--- config.mk ---
export PLATFORM = sky130hd
export DESIGN_NAME = rcma_core
export DESIGN_NICKNAME = d
export VERILOG_FILES = /design/src/rcma_pkg.sv /design/src/rcma_core.sv
export SDC_FILE = /design/constraint.sdc
export NUM_CORES = 1
export LEC_CHECK = 0
export BUFFER_PORTS_ARGS = -buffer_cell sky130_fd_sc_hd__buf_4
export CORE_ASPECT_RATIO = 1.5
export CORE_UTILIZATION = 30
export CTS_CLUSTER_SIZE = 28
export DETAILED_ROUTE_END_ITERATION = 16
export SYNTH_ARGS = -nofsm -noshare
export SYNTH_HDL_FRONTEND = slang
export SYNTH_SLANG_ARGS = --single-unit
--- constraint.sdc ---
create_clock -name clk -period 5.9 [get_ports clk]
set_input_delay 0.885 -clock clk [delete_from_list [all_inputs] [get_ports clk]]
set_output_delay 0.885 -clock clk [all_outputs]
set_load 0.05 [all_outputs]
--- src/rcma_pkg.sv ---
/*
 * constants, types and configuration layout for the reference clock monitor,
 * alarm and divider control block.
 * assumes one 100 MHz clock; all pin levels arrive synchronous to it.
 */
// How it works
// output divide ratios accepted only from 2 to 254; other codes are refused
// each output has an 8-bit field whose binary value is its divide ratio
// passthrough bit makes an output copy the active reference instead of divided clock
// two-bit mode field picks low-bandwidth, high-bandwidth translation or synthesis
// crystal alarm rises after three upper feedback edges without a crystal edge
// crystal alarm falls at once on a single crystal edge
// reference watchdogs use upper feedback in high-bandwidth, lower feedback in low-bandwidth
// input-zero alarm rises after three feedback edges without its edge, clears on edge
// input-one alarm behaves the same, watching input one with its own output
// lock flag rises only after stable lock, drops as soon as lock is lost
// active-input flag shows which reference drives the output frequency
// manual switching: reference-lost alarm whenever the selected input is bad; the code holds it low in synthesis mode
// automatic switching: reference-lost alarm only when both inputs are bad
// every alarm is shown on a dedicated pin and a status bit
// switching policies are manual, revertive automatic and non-revertive automatic
// reset loads factory defaults; writes override them until the next reset
// high-bandwidth mode pre-divides the input to keep comparison below 100 MHz
// low-bandwidth lower loop divides oscillator ticks by a 17-bit feedback divider
// synthesis upper loop divider supports fractional ratios by delta-sigma dither
// a monitored edge clears its watchdog counter so only consecutive misses count
// revertive returns to preferred input when valid; non-revertive stays on alternate
// pin-driven manual mode: select pin low picks input zero, high picks input one
package rcma_pkg;

   typedef enum logic [1:0] {
      RCMA_MODE_LOW_BW,
      RCMA_MODE_HIGH_BW,
      RCMA_MODE_SYNTH
   } rcma_mode_t;

   typedef enum logic [1:0] {
      RCMA_POL_MANUAL_PIN,
      RCMA_POL_MANUAL_REG,
      RCMA_POL_REVERTIVE,
      RCMA_POL_NONREVERTIVE
   } rcma_policy_t;

   typedef struct packed {
      rcma_mode_t mode;
      rcma_policy_t switch_policy_field;
      logic pref_sel;
      logic [7:0] out0_divide_ratio;
      logic [7:0] out1_divide_ratio;
      logic [1:0] output_ref_passthrough;
      logic [7:0] pre_divider;
      logic [16:0] lower_loop_feedback_divider;
      logic [7:0] upper_int_divider;
      logic [15:0] upper_frac;
   } rcma_cfg_t;

   typedef struct packed {
      logic crystal_fault_alarm;
      logic input_zero_fault_alarm;
      logic input_one_fault_alarm;
      logic pll_locked_flag;
      logic active_input;
      logic ref_lost_alarm;
   } rcma_status_t;

   localparam logic [7:0] RCMA_DIV_MIN = 8'h02;
   localparam logic [7:0] RCMA_DIV_MAX = 8'hfe;
   localparam logic [1:0] RCMA_MISS_LIMIT = 2'h3;
   localparam logic [3:0] RCMA_LOCK_EDGES = 4'h8;
   localparam int RCMA_CLK_MHZ = 100;
   localparam int RCMA_PFD_MAX_MHZ = 100;
   localparam logic [7:0] RCMA_PFD_MIN_PREDIV = 8'(1 + (RCMA_CLK_MHZ / RCMA_PFD_MAX_MHZ));

   localparam rcma_cfg_t RCMA_CFG_DEFAULT = '{
      mode: RCMA_MODE_LOW_BW,
      switch_policy_field: RCMA_POL_MANUAL_PIN,
      pref_sel: 1'b0,
      out0_divide_ratio: 8'h04,
      out1_divide_ratio: 8'h04,
      output_ref_passthrough: 2'h0,
      pre_divider: 8'h02,
      lower_loop_feedback_divider: 17'h00010,
      upper_int_divider: 8'h04,
      upper_frac: 16'h0000
   };

endpackage

--- src/rcma_core.sv ---
/*
 * reference clock monitor and alarms: configuration holding, output dividers,
 * loop feedback dividers, edge watchdogs, lock flag and input switching.
 * assumes clock inputs are level samples and vco_tick a one-cycle pulse per
 * oscillator edge, all synchronous to clk.
 */
`timescale 1ns/1ps
module rcma_core
   import rcma_pkg::*;
(
   input wire logic clk,
   input wire logic resetn,
   input wire logic ce,
   input wire logic cfg_write,
   input wire rcma_cfg_t cfg_in,
   input wire logic clk_sel_pin,
   input wire logic crystal_in,
   input wire logic ref_input_zero,
   input wire logic ref_input_one,
   input wire logic vco_tick,
   output rcma_cfg_t cfg,
   output logic cfg_refused,
   output logic out0_clk,
   output logic out1_clk,
   output logic upper_fb_edge,
   output logic lower_fb_edge,
   output logic pd_ref_edge,
   output logic crystal_fault_alarm,
   output logic input_zero_fault_alarm,
   output logic input_one_fault_alarm,
   output logic pll_locked_flag,
   output logic active_input,
   output logic ref_lost_alarm,
   output rcma_status_t status
);

   // divide ratio legal only inside the supported window
   function automatic logic div_ok(input logic [7:0] n);
      div_ok = (n >= RCMA_DIV_MIN) && (n <= RCMA_DIV_MAX);
   endfunction

   // watchdog: monitored edge clears, feedback edge counts up to the limit
   function automatic logic [1:0] wd_next(input logic [1:0] cnt, input logic fb,
                                          input logic mon);
      if (mon) begin
         wd_next = 2'h0;
      end else if (fb && cnt != RCMA_MISS_LIMIT) begin
         wd_next = cnt + 2'h1;
      end else begin
         wd_next = cnt;
      end
   endfunction

   logic xtal_prev, ref0_prev, ref1_prev;
   logic [7:0] out0_cnt, out1_cnt;
   logic [7:0] pre_cnt;
   logic [16:0] lower_cnt;
   logic [8:0] upper_cnt;
   logic [15:0] frac_acc;
   logic [1:0] xtal_miss, ref0_miss, ref1_miss;
   logic [3:0] lock_cnt;
   logic acquiring;

   // edge detection on sampled levels
   wire xtal_edge = crystal_in & ~xtal_prev;
   wire ref0_edge = ref_input_zero & ~ref0_prev;
   wire ref1_edge = ref_input_one & ~ref1_prev;
   wire act_edge = active_input ? ref1_edge : ref0_edge;
   wire act_level = active_input ? ref_input_one : ref_input_zero;

   // configuration acceptance
   wire div0_bad = !div_ok(cfg_in.out0_divide_ratio);
   wire div1_bad = !div_ok(cfg_in.out1_divide_ratio);
   wire prediv_bad = (cfg_in.mode == RCMA_MODE_HIGH_BW)
                     && (cfg_in.pre_divider < RCMA_PFD_MIN_PREDIV);
   wire mode_bad = (cfg_in.mode != RCMA_MODE_LOW_BW) && (cfg_in.mode != RCMA_MODE_HIGH_BW)
                   && (cfg_in.mode != RCMA_MODE_SYNTH);
   wire cfg_bad = div0_bad | div1_bad | prediv_bad | mode_bad
                  | (cfg_in.lower_loop_feedback_divider == 17'h00000)
                  | (cfg_in.upper_int_divider == 8'h00);
   wire is_low = (cfg.mode == RCMA_MODE_LOW_BW);
   wire is_high = (cfg.mode == RCMA_MODE_HIGH_BW);
   wire is_synth = (cfg.mode == RCMA_MODE_SYNTH);

   // feedback dividers: fractional upper loop, integer lower loop
   wire [16:0] frac_sum = {1'b0, frac_acc} + {1'b0, cfg.upper_frac};
   wire frac_carry = is_synth & frac_sum[16];
   wire [8:0] upper_target = {1'b0, cfg.upper_int_divider} + {8'h00, frac_carry};
   wire upper_wrap = vco_tick && (upper_cnt + 9'h001 >= upper_target);
   wire lower_wrap = vco_tick
                     && (lower_cnt + 17'h00001 >= cfg.lower_loop_feedback_divider);
   wire pre_wrap = act_edge && (pre_cnt + 8'h01 >= cfg.pre_divider);

   // watchdogs: reference ones take feedback by mode
   wire ref_fb = is_high ? upper_wrap : (is_low ? lower_wrap : 1'b0);
   wire [1:0] next_xtal_miss = wd_next(xtal_miss, upper_wrap, xtal_edge);
   wire [1:0] next_ref0_miss = wd_next(ref0_miss, ref_fb, ref0_edge);
   wire [1:0] next_ref1_miss = wd_next(ref1_miss, ref_fb, ref1_edge);
   wire next_xtal_bad = (next_xtal_miss == RCMA_MISS_LIMIT);
   wire next_ref0_bad = (next_ref0_miss == RCMA_MISS_LIMIT);
   wire next_ref1_bad = (next_ref1_miss == RCMA_MISS_LIMIT);

   // input selection policy
   wire manual = (cfg.switch_policy_field == RCMA_POL_MANUAL_PIN)
                 || (cfg.switch_policy_field == RCMA_POL_MANUAL_REG);
   wire manual_sel = (cfg.switch_policy_field == RCMA_POL_MANUAL_PIN)
                     ? clk_sel_pin : cfg.pref_sel;
   wire pref = cfg.pref_sel;
   wire pref_bad = pref ? next_ref1_bad : next_ref0_bad;
   wire cur_bad = active_input ? next_ref1_bad : next_ref0_bad;
   wire oth_bad = active_input ? next_ref0_bad : next_ref1_bad;
   logic next_active;
   always_comb begin
      next_active = active_input;
      if (manual) begin
         next_active = manual_sel;
      end else if (acquiring) begin
         next_active = pref; // no hunting while locking after reset or reference loss
      end else if (cfg.switch_policy_field == RCMA_POL_REVERTIVE && !pref_bad) begin
         next_active = pref;
      end else if (cur_bad && !oth_bad) begin
         next_active = ~active_input;
      end
   end

   // reference loss outside synthesis: selected input in manual, both inputs in automatic
   wire next_lost = is_synth ? 1'b0
                  : manual ? (manual_sel ? next_ref1_bad : next_ref0_bad)
                  : (next_ref0_bad & next_ref1_bad);

   // lock: reference for the mode must be present through a run of comparisons
   wire mode_ref_bad = is_synth ? next_xtal_bad
                     : (next_lost | (is_low & next_xtal_bad));
   wire cmp_edge = is_low ? lower_wrap : upper_wrap;
   wire lock_hit = cmp_edge && (lock_cnt == RCMA_LOCK_EDGES - 4'h1);
   wire next_locked = !mode_ref_bad && (pll_locked_flag || lock_hit);

   // output dividers: high for the first half of each period
   wire out0_wrap = vco_tick && (out0_cnt + 8'h01 >= cfg.out0_divide_ratio);
   wire out1_wrap = vco_tick && (out1_cnt + 8'h01 >= cfg.out1_divide_ratio);
   wire out0_div = (out0_cnt < {1'b0, cfg.out0_divide_ratio[7:1]});
   wire out1_div = (out1_cnt < {1'b0, cfg.out1_divide_ratio[7:1]});
   wire next_out0 = cfg.output_ref_passthrough[0] ? act_level : out0_div;
   wire next_out1 = cfg.output_ref_passthrough[1] ? act_level : out1_div;

   // configuration register: defaults at reset, legal writes override
   always_ff @(posedge clk or negedge resetn) begin
      if (!resetn) begin
         cfg <= RCMA_CFG_DEFAULT;
         cfg_refused <= 1'b0;
      end else if (ce) begin
         cfg_refused <= cfg_write & cfg_bad;
         if (cfg_write && !cfg_bad) begin
            cfg <= cfg_in;
         end
      end
   end

   // edge history
   always_ff @(posedge clk or negedge resetn) begin
      if (!resetn) begin
         xtal_prev <= 1'b0;
         ref0_prev <= 1'b0;
         ref1_prev <= 1'b0;
      end else if (ce) begin
         xtal_prev <= crystal_in;
         ref0_prev <= ref_input_zero;
         ref1_prev <= ref_input_one;
      end
   end

   // output divider counters
   always_ff @(posedge clk or negedge resetn) begin
      if (!resetn) begin
         out0_cnt <= 8'h00;
         out1_cnt <= 8'h00;
         out0_clk <= 1'b0;
         out1_clk <= 1'b0;
      end else if (ce) begin
         if (vco_tick) begin
            out0_cnt <= out0_wrap ? 8'h00 : out0_cnt + 8'h01;
            out1_cnt <= out1_wrap ? 8'h00 : out1_cnt + 8'h01;
         end
         out0_clk <= next_out0;
         out1_clk <= next_out1;
      end
   end

   // loop feedback dividers and input pre-divider
   always_ff @(posedge clk or negedge resetn) begin
      if (!resetn) begin
         upper_cnt <= 9'h000;
         lower_cnt <= 17'h00000;
         pre_cnt <= 8'h00;
         frac_acc <= 16'h0000;
         upper_fb_edge <= 1'b0;
         lower_fb_edge <= 1'b0;
         pd_ref_edge <= 1'b0;
      end else if (ce) begin
         if (vco_tick) begin
            upper_cnt <= upper_wrap ? 9'h000 : upper_cnt + 9'h001;
            lower_cnt <= lower_wrap ? 17'h00000 : lower_cnt + 17'h00001;
         end
         if (upper_wrap && is_synth) begin
            frac_acc <= frac_sum[15:0];
         end
         if (act_edge) begin
            pre_cnt <= pre_wrap ? 8'h00 : pre_cnt + 8'h01;
         end
         upper_fb_edge <= upper_wrap;
         lower_fb_edge <= lower_wrap;
         pd_ref_edge <= is_high ? pre_wrap : (is_low ? pre_wrap : xtal_edge);
      end
   end

   // watchdog counters and alarm pins
   always_ff @(posedge clk or negedge resetn) begin
      if (!resetn) begin
         xtal_miss <= 2'h0;
         ref0_miss <= 2'h0;
         ref1_miss <= 2'h0;
         crystal_fault_alarm <= 1'b0;
         input_zero_fault_alarm <= 1'b0;
         input_one_fault_alarm <= 1'b0;
         ref_lost_alarm <= 1'b0;
      end else if (ce) begin
         xtal_miss <= next_xtal_miss;
         ref0_miss <= next_ref0_miss;
         ref1_miss <= next_ref1_miss;
         crystal_fault_alarm <= next_xtal_bad;
         input_zero_fault_alarm <= next_ref0_bad;
         input_one_fault_alarm <= next_ref1_bad;
         ref_lost_alarm <= next_lost;
      end
   end

   // lock tracking and active input
   always_ff @(posedge clk or negedge resetn) begin
      if (!resetn) begin
         lock_cnt <= 4'h0;
         pll_locked_flag <= 1'b0;
         acquiring <= 1'b1;
         active_input <= 1'b0;
      end else if (ce) begin
         if (mode_ref_bad) begin
            lock_cnt <= 4'h0;
         end else if (cmp_edge && !lock_hit) begin
            lock_cnt <= lock_cnt + 4'h1;
         end
         pll_locked_flag <= next_locked;
         if (next_locked) begin
            acquiring <= 1'b0;
         end else if (next_lost) begin
            acquiring <= 1'b1;
         end
         active_input <= next_active;
      end
   end

   // register status bits mirror the alarm pins
   assign status = '{
      crystal_fault_alarm: crystal_fault_alarm,
      input_zero_fault_alarm: input_zero_fault_alarm,
      input_one_fault_alarm: input_one_fault_alarm,
      pll_locked_flag: pll_locked_flag,
      active_input: active_input,
      ref_lost_alarm: ref_lost_alarm
   };

endmodule

==> run metrics <==
vias in the first global route between 8000 and 9000; Fin Clk Skew slightly above 0.009 ns; first-pass GRT wire length 41.8 mm; sequential share of the synthesized area roughly 41%; Final setup viols 0; final hold slack 0.398 ns; Setup WS pre-CTS -0.142 ns; Worst Setup End Kind flop; antenna fix cells 0; fin area roughly 12000 um^2; worst vdd rail ir drop between 150 and 200 uV; pwr dens about 370 nW/um^2; Max-Cap Viols 0; mapped cell area 9940 um^2; Final Total Pwr about 4.6 mW; largest family of logic cells by synthesized area compound AO/OA/AOI/OAI gates; fin util a little under two fifths; Synth Flop Type dfrtp_1; Max Buffers Root-to-Sink 2; clock-pin slew on the worst setup and hold paths about 0.06 ns; Slew Viols, Final 0; initial core utilization 30.5%; outcome finished, final reports clean; Die ar. ~34000 um^2; CP Max Fanout 3; delay-heaviest family, CP compound AO/OA/AOI/OAI gates; all-layer global routing usage between 15 and 20%; DIE HEIGHT ~220 um; # rows 81; Static Leak 5.83 nW; share of layout cells above drive strength 1 approximately a quarter; launching point of the worst reg2reg path cfg[0]; crit path time final about 5.6 ns; Core Area between 30000 and 40000 um^2; Die X roughly 150 um; post-synthesis xor/xnor area fraction 4.93%; #FFs+latches synth around 160; H-tree depth 4; Hold Crit Class primary input to async pin; Synth Area in Adders 11.4%; Placer Congestion approximately 0.80; most common cell after layout, fill and taps aside buf_4; Worst Path Required about 6.2 ns; Compound-Gate Fraction of Synth Area between 10% and 20%; detailed router's first-iteration violation count 259; Final #Nets around 1400; Filler cells 3307; setup TNS 0 ns; Routed WL per cell 15.5 um; Yosys cell types between 70 and 80; Max Fclk 0.177 GHz; remaining antenna violation count after routing 0; max incr delay on CP roughly 0.41 ns; Slew @ Worst Pin 0.817 ns; total CTS buffers 17; mean area per synthesized cell about 9.5 um^2; Buffers & Inverters on Critical Path 1; DRT Wirelength between 20 and 30 mm; # clock sinks 164; Cells after DPL ~1600; Post-synth ARST share 100%; Port-buffer cells 170; EDFF count, synth 0; Placed Area roughly 12000 um^2; Vias/cell roughly 5; max_slew headroom between 40% and 50%; antenna violations before repair 0; Area Growth Syn to Fin 25.0%; critical path class flop to flop; via count slightly above 8000; Crit path top cell by count ha_2; I/O pins around 170; CTS Root Buffer Type clkbuf_16; CTS tree yes; Final Hold Viols 0; Clk Latency, worst-skew pair between 0.4 and 0.5 ns; commonest cells after routing, fill and taps aside buf_4, dfrtp_1, nand2_1; HPWL after DPL a little under 20 mm; Cells after Synth 1043; Simple-Gate Fraction of Synth Area 16.1%; worst endpoint data arrival time 5.95 ns; Synth Net Count ~1200; fin cells 1644; Worst R2R End lock_cnt[1]; R2R setup slack 0.27 ns; YS warnings 0; multiplexer share of the synthesized area under 10%; Worst path slowest cell a2111o_1; Critical Path Start Type flop; GRT Residual Overflow 0; R2R depth 26; worst setup margin 0.265 ns; pin count of the biggest net entering global routing between 70 and 80; Final Cycle Share between 90% and 100%; DRC 0; drt first pass iters 4
==> worst max path at each step <==
stage	startpoint	to	depth (start not counted)
after floorplan	cfg[0]	lock_cnt[1]	25
after global placement	cfg[0]	lock_cnt[2]	25
after detailed placement	cfg[0]	lock_cnt[2]	25
after CTS	cfg[0]	lock_cnt[1]	25
after global routing	cfg[0]	lock_cnt[1]	27
final	cfg[0]	lock_cnt[1]	26
==> final cells by class <==
type	instances	area (um^2)	area share, %
Sequential cell	164	4110	33.1
Inverter	52	195	1.57
Multi-Input combinational cell	788	5520	44.4
Timing Repair Buffer	194	1490	11.9
Clock buffer	23	478	3.84
Clock inverter	8	126	1.02
Tap cell	415	519	4.18
==> cell usage after synthesis, types with 9 or more instances <==
master	count	share of area, %
nor3_1	13	0.65
inv_1	52	2.0
nand3_1	37	1.9
nor2b_1	9	0.57
mux2_2	49	5.5
nand2b_1	19	1.2
o21ai_0	122	6.1
nor2_1	29	1.1
dfrtp_1	158	40
xor2_1	26	2.3
ha_1	89	11
nor4_1	11	0.69
o21a_1	9	0.68
o211ai_1	9	0.68
and3_1	21	1.3
xnor2_1	30	2.6
clkbuf_1	25	0.94
a21o_1	24	1.8
a21oi_1	29	1.5
nand2_1	156	5.9
==> timing repair <==
item	4_1_cts	5_1_grt
hold buffers	0	0
buffers inserted	1	4
setup endpoints to repair	7	17
pin swaps	2	14
gates resized for setup	4	8
==> registers in the layout, indices dropped and copies added (netlist names), 2 cells and up <==
name,count
upper_cnt,9
out1_cnt,8
xtal_miss,2
ref0_miss,2
pre_cnt,8
ref1_miss,2
frac_acc,16
lower_cnt,17
cfg,71
lock_cnt,4
out0_cnt,8
==> layer usage <==
| metal | share of wire (%) | GRT usage, % | vias to the layer above | wire length [um] |
|---|---|---|---|---|
| li1 | - | - | 4050 | - |
| met1 | 42 | 17.6 | 3951 | 10700 |
| met2 | 52 | 28.8 | 155 | 13200 |
| met3 | 4.2 | 3.38 | 31 | 1060 |
| met4 | 2.2 | 6.10 | 0 | 567 |
| met5 | 0 | 0 | - | 0 |
==> report_power, final <==
group          total, mW  internal, mW  switching (mW)
registers           1.60          1.35           0.249
clock network       1.15         0.697           0.454
logic               1.82         0.756            1.07
==> cells by family (layout without fill, tap and decap cells) <==
| family | after synthesis | count (layout) |
|---|---|---|
| fa+ha+maj | 90 | 90 |
| compound gates | 255 | 255 |
| mux | 54 | 54 |
| xor+xnor | 56 | 56 |
| buf+inv | 91 | 277 |
| simple gates | 333 | 333 |
| flops | 164 | 164 |
(Power assumes the default switching activity.)
